[config.mk]
export PLATFORM = sky130hd
export DESIGN_NAME = sdi_tx_serdes_port
export DESIGN_NICKNAME = d
export VERILOG_FILES = /design/src/include/sdi_tx_pkg.sv /design/src/hdl/sdi_tx_serdes_port.sv /design/src/hdl/sdi_crc_pair.sv
export SDC_FILE = /design/constraint.sdc
export NUM_CORES = 1
export LEC_CHECK = 0
export BUFFER_PORTS_ARGS = -buffer_cell sky130_fd_sc_hd__buf_2
export CAP_MARGIN = 10
export CORE_MARGIN = 10
export CORE_UTILIZATION = 50
export DETAILED_ROUTE_END_ITERATION = 7
export PLACE_DENSITY = 0.85
export SLEW_MARGIN = 10
export SYNTH_ARGS = -nofsm -noshare
export SYNTH_HDL_FRONTEND = slang
export SYNTH_SLANG_ARGS = --single-unit
[constraint.sdc]
create_clock -name mclk -period 2.43 [get_ports mclk]
set_input_delay 0.243 -clock mclk [delete_from_list [all_inputs] [get_ports mclk]]
set_output_delay 0.243 -clock mclk [all_outputs]
set_load 0.01 [all_outputs]
[src/include/sdi_tx_pkg.sv]
`default_nettype none
package sdi_tx_pkg;

  // ==================================================
  // words and modes
  typedef struct packed {
    logic [9:0] y;
    logic [9:0] c;
  } hd_word_t;

  typedef enum logic [1:0] {INS_OFF, INS_ON, INS_DYN} ins_mode_t;

  localparam int unsigned LN_W    = 11;
  localparam int unsigned CRC_W   = 18;
  localparam int unsigned H_BIT   = 6;
  localparam int unsigned SD_8B   = 8;
  localparam int unsigned SD_10B  = 10;

  // ==================================================
  // positions after the timing reference start word
  localparam logic [3:0] POS_SOT  = 4'h0;
  localparam logic [3:0] POS_XYZ  = 4'h3;
  localparam logic [3:0] POS_LN0  = 4'h4;
  localparam logic [3:0] POS_LN1  = 4'h5;
  localparam logic [3:0] POS_CR0  = 4'h6;
  localparam logic [3:0] POS_CR1  = 4'h7;
  localparam logic [3:0] POS_IDLE = 4'h8;

  // ==================================================
  // fill, crc and reset values
  localparam logic [7:0]  SD8_ONES  = 8'hFF;
  localparam logic [1:0]  FILL_ONES = 2'h3;
  localparam logic [1:0]  FILL_ZERO = 2'h0;
  localparam logic [17:0] CRC_POLY  = 18'h23000;
  localparam logic [17:0] CRC_INIT  = 18'h00000;
  localparam logic [10:0] LN_RESET  = 11'h000;
  localparam logic [19:0] WORD_RST  = 20'h00000;

  // ==================================================
  // timing
  localparam int unsigned CLK_PERIOD_NS = 10;
  localparam int unsigned QUAD_RST_NS   = 50;
  localparam int unsigned QUAD_RST_CYC  = (QUAD_RST_NS + CLK_PERIOD_NS - 1) / CLK_PERIOD_NS;
  localparam logic [3:0]  QUAD_RST_CNT  = 4'(QUAD_RST_CYC);

  // 9 payload bits with bit 9 as the inverse of bit 8
  function automatic logic [9:0] mark_word(input logic [8:0] b);
    return {~b[8], b};
  endfunction : mark_word

endpackage : sdi_tx_pkg
`default_nettype wire

[src/hdl/sdi_tx_serdes_port.sv]
`timescale 1ns/10ps
`default_nettype none
module sdi_tx_serdes_port #(
  parameter int unsigned          SD_WIDTH = sdi_tx_pkg::SD_10B,
  parameter sdi_tx_pkg::ins_mode_t LN_MODE  = sdi_tx_pkg::INS_OFF,
  parameter sdi_tx_pkg::ins_mode_t CRC_MODE = sdi_tx_pkg::INS_OFF
) (
  // clock and reset
  input  wire logic        mclk,
  input  wire logic        rst_n,
  // transmit video from user logic
  input  wire logic [19:0] par_video_in,
  input  wire logic        tx_hd_mode,
  input  wire logic        trs_start,
  input  wire logic        crc_insert_en,
  input  wire logic        ln_insert_en,
  input  wire logic [10:0] raw_line_number,
  input  wire logic        line_number_load,
  output logic             par_video_take,
  // serdes transmit channel
  output logic [19:0]      serdes_tx_word,
  output logic             serdes_tx_if_clock,
  // serdes receive channel
  input  wire logic [19:0] serdes_rx_word,
  output logic             serdes_rx_if_clock,
  output logic             elastic_buffer_read_clock,
  output logic [19:0]      rx_par_word,
  // rate request and quad reset
  input  wire logic        rx_want_hd,
  output logic             rx_rate_clock_request,
  output logic             serdes_quad_reset
);

  // ==================================================
  // transmit word pacing
  // a word is taken every second edge so the interface clock can
  // run at half rate with data stable around its rising edge
  logic take_r;
  logic tx_clk_r;

  always_ff @(posedge mclk or negedge rst_n) begin
    if (!rst_n) begin
      take_r   <= 1'b1;
      tx_clk_r <= 1'b0;
    end else begin
      take_r   <= ~take_r;
      tx_clk_r <= ~take_r;
    end
  end

  // ==================================================
  // input conditioning
  wire [7:0] sd8      = par_video_in[9:2];
  wire [1:0] sd8_fill = (sd8 == sdi_tx_pkg::SD8_ONES) ? sdi_tx_pkg::FILL_ONES
                                                      : sdi_tx_pkg::FILL_ZERO;
  wire [9:0] sd_word  = (SD_WIDTH == sdi_tx_pkg::SD_8B) ? {sd8, sd8_fill} : par_video_in[9:0];

  wire sdi_tx_pkg::hd_word_t in_word = tx_hd_mode ? sdi_tx_pkg::hd_word_t'(par_video_in)
                                                  : sdi_tx_pkg::hd_word_t'({10'h000, sd_word});

  // timing start matters only when something is inserted
  wire ins_any  = (LN_MODE != sdi_tx_pkg::INS_OFF) || (CRC_MODE != sdi_tx_pkg::INS_OFF);
  wire trs_used = tx_hd_mode && ins_any;

  // ==================================================
  // stage a: taken word and its place in the reference sequence
  sdi_tx_pkg::hd_word_t a_word_r;
  logic [3:0]           a_pos_r;
  logic                 a_hd_r;
  logic                 a_ln_en_r;
  logic                 a_crc_en_r;

  wire [3:0] pos_nxt = (trs_start && trs_used) ? sdi_tx_pkg::POS_SOT
                     : (a_pos_r == sdi_tx_pkg::POS_IDLE) ? sdi_tx_pkg::POS_IDLE
                     : 4'(a_pos_r + 4'h1);

  always_ff @(posedge mclk or negedge rst_n) begin
    if (!rst_n) begin
      a_word_r   <= sdi_tx_pkg::hd_word_t'(sdi_tx_pkg::WORD_RST);
      a_pos_r    <= sdi_tx_pkg::POS_IDLE;
      a_hd_r     <= 1'b0;
      a_ln_en_r  <= 1'b0;
      a_crc_en_r <= 1'b0;
    end else if (take_r) begin
      a_word_r   <= in_word;
      a_pos_r    <= pos_nxt;
      a_hd_r     <= tx_hd_mode;
      a_ln_en_r  <= ln_insert_en;
      a_crc_en_r <= crc_insert_en;
    end
  end

  // ==================================================
  // line number hold and snapshot
  logic [10:0] ln_hold_r;
  logic [10:0] ln_snap_r;
  logic        ln_go_r;
  logic        crc_line_r;

  wire a_is_xyz = (a_pos_r == sdi_tx_pkg::POS_XYZ);
  wire a_eav    = a_word_r.y[sdi_tx_pkg::H_BIT];
  wire ln_allow = (LN_MODE == sdi_tx_pkg::INS_ON) ||
                  ((LN_MODE == sdi_tx_pkg::INS_DYN) && a_ln_en_r);
  wire crc_allow = (CRC_MODE == sdi_tx_pkg::INS_ON) ||
                   ((CRC_MODE == sdi_tx_pkg::INS_DYN) && a_crc_en_r);

  always_ff @(posedge mclk or negedge rst_n) begin
    if (!rst_n) begin
      ln_hold_r <= sdi_tx_pkg::LN_RESET;
    end else if (line_number_load) begin
      ln_hold_r <= raw_line_number;
    end
  end

  // decisions are made while the xyz word sits in stage a
  always_ff @(posedge mclk or negedge rst_n) begin
    if (!rst_n) begin
      ln_snap_r  <= sdi_tx_pkg::LN_RESET;
      ln_go_r    <= 1'b0;
      crc_line_r <= 1'b0;
    end else if (take_r && a_is_xyz) begin
      ln_snap_r  <= ln_hold_r;
      ln_go_r    <= a_hd_r && a_eav && ln_allow;
      crc_line_r <= a_hd_r && a_eav;
    end
  end

  // ==================================================
  // insertion mux
  logic [1:0][17:0] crc;

  wire at_ln   = (a_pos_r == sdi_tx_pkg::POS_LN0) || (a_pos_r == sdi_tx_pkg::POS_LN1);
  wire at_cr   = (a_pos_r == sdi_tx_pkg::POS_CR0) || (a_pos_r == sdi_tx_pkg::POS_CR1);
  wire ln_slot = ln_go_r && at_ln;
  wire crc_slot = crc_line_r && crc_allow && at_cr;

  wire [9:0] ln0_w = sdi_tx_pkg::mark_word({ln_snap_r[6:0], 2'b00});
  wire [9:0] ln1_w = sdi_tx_pkg::mark_word({3'b000, ln_snap_r[10:7], 2'b00});
  wire [9:0] ln_w  = (a_pos_r == sdi_tx_pkg::POS_LN0) ? ln0_w : ln1_w;

  wire       first_cr = (a_pos_r == sdi_tx_pkg::POS_CR0);
  wire [9:0] cr_y = first_cr ? sdi_tx_pkg::mark_word(crc[0][8:0])
                             : sdi_tx_pkg::mark_word(crc[0][17:9]);
  wire [9:0] cr_c = first_cr ? sdi_tx_pkg::mark_word(crc[1][8:0])
                             : sdi_tx_pkg::mark_word(crc[1][17:9]);

  wire sdi_tx_pkg::hd_word_t tx_nxt = ln_slot  ? sdi_tx_pkg::hd_word_t'({ln_w, ln_w})
                                    : crc_slot ? sdi_tx_pkg::hd_word_t'({cr_y, cr_c})
                                    : a_word_r;

  // crc covers words after sav through the second line number word, except the third and fourth words after sav
  wire crc_clear  = take_r && a_is_xyz && !a_eav && a_hd_r;
  wire crc_update = take_r && !at_cr;

  sdi_crc_pair u_crc (
    .mclk   (mclk),
    .rst_n  (rst_n),
    .clear  (crc_clear),
    .update (crc_update),
    .word   (tx_nxt),
    .crc    (crc)
  );

  // ==================================================
  // transmit word register
  sdi_tx_pkg::hd_word_t tx_word_r;

  always_ff @(posedge mclk or negedge rst_n) begin
    if (!rst_n) begin
      tx_word_r <= sdi_tx_pkg::hd_word_t'(sdi_tx_pkg::WORD_RST);
    end else if (take_r) begin
      tx_word_r <= tx_nxt;
    end
  end

  // ==================================================
  // receive side, kept apart from transmit
  logic [19:0] rx_s1_r;
  logic [19:0] rx_s2_r;
  logic [19:0] rx_word_r;
  logic        rx_clk_r;
  logic        rate_r;

  always_ff @(posedge mclk or negedge rst_n) begin
    if (!rst_n) begin
      rx_s1_r   <= sdi_tx_pkg::WORD_RST;
      rx_s2_r   <= sdi_tx_pkg::WORD_RST;
      rx_word_r <= sdi_tx_pkg::WORD_RST;
      rx_clk_r  <= 1'b0;
      rate_r    <= 1'b0;
    end else begin
      rx_s1_r   <= serdes_rx_word;
      rx_s2_r   <= rx_s1_r;
      rx_word_r <= rx_s2_r;
      rx_clk_r  <= ~rx_clk_r;
      rate_r    <= rx_want_hd;
    end
  end

  // ==================================================
  // quad reset, stretched past the core reset release
  logic [3:0] qr_cnt_r;
  logic       quad_rst_r;

  always_ff @(posedge mclk or negedge rst_n) begin
    if (!rst_n) begin
      qr_cnt_r   <= 4'h0;
      quad_rst_r <= 1'b1;
    end else if (qr_cnt_r != sdi_tx_pkg::QUAD_RST_CNT) begin
      qr_cnt_r   <= 4'(qr_cnt_r + 4'h1);
      quad_rst_r <= 4'(qr_cnt_r + 4'h1) != sdi_tx_pkg::QUAD_RST_CNT;
    end
  end

  // ==================================================
  // outputs
  assign par_video_take            = take_r;
  assign serdes_tx_word            = tx_word_r;
  assign serdes_tx_if_clock        = tx_clk_r;
  assign serdes_rx_if_clock        = rx_clk_r;
  assign elastic_buffer_read_clock = rx_clk_r;
  assign rx_par_word               = rx_word_r;
  assign rx_rate_clock_request     = rate_r;
  assign serdes_quad_reset         = quad_rst_r;

  // ==================================================
  // checks
  property p_ln_hold;
    @(posedge mclk) disable iff (!rst_n)
    line_number_load |=> ln_hold_r == $past(raw_line_number);
  endproperty
  a_ln_hold: assert property (p_ln_hold) else $error("line number not held");

  property p_ln_word;
    @(posedge mclk) disable iff (!rst_n)
    take_r && ln_go_r && a_pos_r == sdi_tx_pkg::POS_LN0
      |=> tx_word_r.y[8:2] == ln_snap_r[6:0] && tx_word_r.y[9] != tx_word_r.y[8];
  endproperty
  a_ln_word: assert property (p_ln_word) else $error("first line number word wrong");

  property p_ln_dyn;
    @(posedge mclk) disable iff (!rst_n)
    LN_MODE == sdi_tx_pkg::INS_DYN && take_r && a_is_xyz && !a_ln_en_r |=> !ln_go_r;
  endproperty
  a_ln_dyn: assert property (p_ln_dyn) else $error("line number inserted without enable");

  property p_pass;
    @(posedge mclk) disable iff (!rst_n)
    take_r && !ln_slot && !crc_slot |=> tx_word_r == $past(a_word_r);
  endproperty
  a_pass: assert property (p_pass) else $error("word altered on pass through");

  property p_crc0;
    @(posedge mclk) disable iff (!rst_n)
    take_r && crc_slot && first_cr ##1 1 ##1 take_r
      |-> tx_word_r.c[8:0] == $past(crc[1][8:0], 2);
  endproperty
  a_crc0: assert property (p_crc0) else $error("crc word wrong");

  property p_crc_dyn;
    @(posedge mclk) disable iff (!rst_n)
    CRC_MODE == sdi_tx_pkg::INS_DYN && take_r && at_cr && !a_crc_en_r |=> tx_word_r == $past(a_word_r);
  endproperty
  a_crc_dyn: assert property (p_crc_dyn) else $error("crc inserted without enable");

  property p_trs_ignored;
    @(posedge mclk) disable iff (!rst_n)
    take_r && !trs_used && a_pos_r == sdi_tx_pkg::POS_IDLE |=> a_pos_r == sdi_tx_pkg::POS_IDLE;
  endproperty
  a_trs_ignored: assert property (p_trs_ignored) else $error("timing start not ignored");

  property p_sd8;
    @(posedge mclk) disable iff (!rst_n)
    SD_WIDTH == sdi_tx_pkg::SD_8B && take_r && !tx_hd_mode
      |=> a_word_r.c == {$past(par_video_in[9:2]), {2{&$past(par_video_in[9:2])}}};
  endproperty
  a_sd8: assert property (p_sd8) else $error("8-bit sd word wrong");

  property p_tx_stable;
    @(posedge mclk) disable iff (!rst_n)
    $changed(tx_word_r) |-> !tx_clk_r ##1 tx_clk_r && $stable(tx_word_r);
  endproperty
  a_tx_stable: assert property (p_tx_stable) else $error("tx word not stable at clock rise");

  property p_rx_word;
    @(posedge mclk) disable iff (!rst_n)
    1 ##3 1 |-> rx_word_r == $past(serdes_rx_word, 3);
  endproperty
  a_rx_word: assert property (p_rx_word) else $error("receive word lost");

  property p_quad;
    @(posedge mclk) disable iff (!rst_n)
    quad_rst_r |-> ##[1:5] !quad_rst_r;
  endproperty
  a_quad: assert property (p_quad) else $error("quad reset stuck");

  property p_rate;
    @(posedge mclk) disable iff (!rst_n)
    rx_want_hd ##1 rx_want_hd |-> rate_r;
  endproperty
  a_rate: assert property (p_rate) else $error("rate request wrong");

endmodule : sdi_tx_serdes_port
`default_nettype wire

[src/hdl/sdi_crc_pair.sv]
`timescale 1ns/10ps
`default_nettype none
module sdi_crc_pair (
  // clock and reset
  input  wire logic                 mclk,
  input  wire logic                 rst_n,
  // control
  input  wire logic                 clear,
  input  wire logic                 update,
  // data
  input  wire sdi_tx_pkg::hd_word_t word,
  output logic [1:0][17:0]          crc
);

  // ==================================================
  // one 10-bit word per update, lsb first
  function automatic logic [17:0] crc_step(input logic [17:0] cur, input logic [9:0] d);
    logic [17:0] c;
    logic        fb;
    c = cur;
    for (int i = 0; i < 10; i++) begin
      fb = c[0] ^ d[i];
      c  = {1'b0, c[17:1]};
      if (fb) begin
        c = c ^ sdi_tx_pkg::CRC_POLY;
      end
    end
    return c;
  endfunction : crc_step

  // ==================================================
  // luma is channel 0, chroma channel 1
  genvar ch;
  generate
    for (ch = 0; ch < 2; ch++) begin : g_ch
      logic [17:0] crc_r;
      wire  [9:0]  din = (ch == 0) ? word.y : word.c;
      always_ff @(posedge mclk or negedge rst_n) begin
        if (!rst_n) begin
          crc_r <= sdi_tx_pkg::CRC_INIT;
        end else if (clear) begin
          crc_r <= sdi_tx_pkg::CRC_INIT;
        end else if (update) begin
          crc_r <= crc_step(crc_r, din);
        end
      end
      assign crc[ch] = crc_r;
    end
  endgenerate

endmodule : sdi_crc_pair
`default_nettype wire

==> impl_metrics.toml <==
[run_status]
status = "finished clean"

[floorplanning]
design.die.area_sq_um = 10500
num_rows = 30
start_util_pct = 50.7
die_h_microns = 103
dieWidth_microns = 103
pin_count = 105
core_area_sq_um = 6720

[sta]
slew_headroom_pct = 59.9
finalHoldViolCount = 0
tightest_slew_ns = 0.602
final-setup-viol-count = 0
fin_crit_ns = 1.82
rsz0062_at_grt = "false"
drv_slew = 0
skew_ns = 0.00855
fin_crit_sh_pct = 74.9
max_freq_ghz = 0.550
tns_ns = 0

[cells_and_area]
synthToLayoutAreaGrowth_pct = 29.3
design_area_sq_um = 4410
antenna_cells = 0
fillers = 483
drive_gt1_share_pct = 35.1
final_core_util_pct = 65.6
nNetsFinal = 379
multi_input_area_sq_um = 587
seqCellArea_sq_um = 2730

[synthesis]
synthCells = 200
synth_commonest_cells = "dfrtp_1, mux2_1, inv_1"
synth_top_family_by_area = "multiplexers"
muxShareOfSynthArea_pct = 10.7
synthAdderAreaFrac_pct = 1.10
synth_area_leaders = "dfrtp_1, mux2_1, nand3_1, dfstp_2, o21ai_1"
synth_compound_area_share_pct = 2.09
synth.most_common_cell = "dfrtp_1"
synth_top_area_share_pct = 78.5
synth_top_flop_cell = "dfrtp_1"
synth_fp_nets = 262
yosysTopAreaCell = "dfrtp_1"
async_reset_ff_share_pct = 100
mappedNetlistArea_sq_um = 3410
avgSynthCellArea_sq_um = 17.0
synth_edf_count = 0
yosys.area_share.simple_pct = 3.08
synth_seq_cells = 109
seq_area_frac_synth_pct = 80.1
synth_xor_area_share_pct = 0.257
yosysUniqueCellTypes = 23
yosysWarnings = 0

[clock_tree]
clkTransAtPathRegs_ns = 0.10
cts_setup_buffers = 0
clk_latency_ns = 0.36
clock-root-buffer = "clkbuf_8"
cts_resized = 0
clockBufferDepth = 2
htreeDepth = 3
numCtsBuffers = 9
cts_tree = "yes"
numClockSinks = 109

[worst_setup_path]
crit_required_ns = 2.19
critPathCaptureType = "primary output"
arrival_ns = 1.58
critical_path_class = "reg -> out"
setup.worst_path.start_class = "register"
cp_max_fo = 34

[drt]
drc = 0
viasPerCell = 4.69
ant_nets = 0
drt_iter0_drc = 26
first_pass_iters = 4
wl_per_cell_microns = 15.6
num_vias = 1887
detail_route.wirelength_microns = 6280

[min_path]
holdCritPathClass = "in -> reg"

[placement]
gp_congestion = 0.743
placed_area_sq_um = 3970
portBuffers = 89
dp_hpwl_microns = 4360

[power_and_ir_drop]
power.density_nw_per_um2 = 746
vdd_drop_max_mv = 0.388
p_leak_uw = 0.00217

[flow_run]
drv_cap = 0

[global_routing]
grt_usage_pct = 12.5
grt_pass1_vias = 2074
grt_start_max_net_pins = 48
antenna_found_initial = 0
grt_pass1_wl_microns = 10000
grt_overflow = 0
-- routing by layer --
metal  wire [microns]  track usage [%]
met1             2450             14.2
met2             3220             20.7
met3              526             4.22
met4               79             6.18
met5                0                0
-- power breakdown --
group,switching [uW],internal [uW],leakage (uW),total [uW]
combinational,96.2,93.5,0.000769,190
clock,640,534,0.000114,1170
sequential,28.2,1900,0.00129,1930
-- registers in the layout (all words and copies together), names as in the netlist, 4 cells and up --
register	cells
rx_par_word	20
rx_s1_r	20
rx_s2_r	20
serdes_tx_word	20
a_word_r	19
qr_cnt_r	4
-- repair_timing --
item                                    CTS  global route
endpoints found under the hold margin    65             0
endpoints found under the setup margin    0             0
hold buffers                             22             0
-- cells by family after synthesis --
| kind of cell | count (synthesis) |
|---|---|
| buffers and inverters | 22 |
| and+or+nand+nor | 20 |
| xor gates and xnor gates | 1 |
| AOI/OAI and AO/OA | 13 |
| DFF | 109 |
| adders and majority gates | 3 |
| muxes | 32 |
-- layout by cell type, fill, tap and decap left out, types with 2 or more instances in the layout --
cell type,count
dlygate4sd3_1,22
dfstp_2,2
nand3_1,11
buf_12,2
o21ai_1,10
mux2_1,31
buf_2,88
inv_8,2
clkbuf_8,10
dfrtp_1,107
buf_4,2
inv_1,13
nand2_1,3
ha_1,3
-- path summary, 6_finish.rpt --
check                      cells past startpoint                 to             from  slack [ns]
setup / recovery                               2     par_video_take   par_video_take        0.61
min in group asynchronous                      2     rx_par_word[9]            rst_n        0.42
hold / removal                                 2        a_word_r[3]  par_video_in[3]        0.09
setup reg to reg                               2  serdes_tx_word[2]   par_video_take        0.90
hold reg to reg                                0    rx_par_word[12]      rx_s2_r[12]        0.36
max in group asynchronous                      3        a_word_r[1]            rst_n        1.28
-- worst max-delay path: stages (launching register included) --
cell and delay (ns):
dfstp_2 0.78, buf_12 0.26, buf_2 0.16
-- layout make-up --
class	count	share of cell area (%)
timing repair buffer	114	16.2
sequential	109	61.9
inverter	14	1.19
clock buffer	10	3.12
clock inverter	6	1.96
multi-input combinational	69	13.3
tap	80	2.27
-- per-stage QoR --
step / hold WS [ns] / worst slack (ns) / total power (uW) / instances
floorplan: -0.0526 / 1.10 / 2000 / 200
global placement: 0.278 / 0.956 / 2120 / 364
detailed placement: 0.289 / 0.917 / 2130 / 364
CTS: 0.0702 / 0.585 / 3320 / 402
global route: 0.0852 / 0.548 / 3430 / 402
finish: 0.0916 / 0.610 / 3290 / 402
No activity file was read; power rests on OpenSTA's default activity.
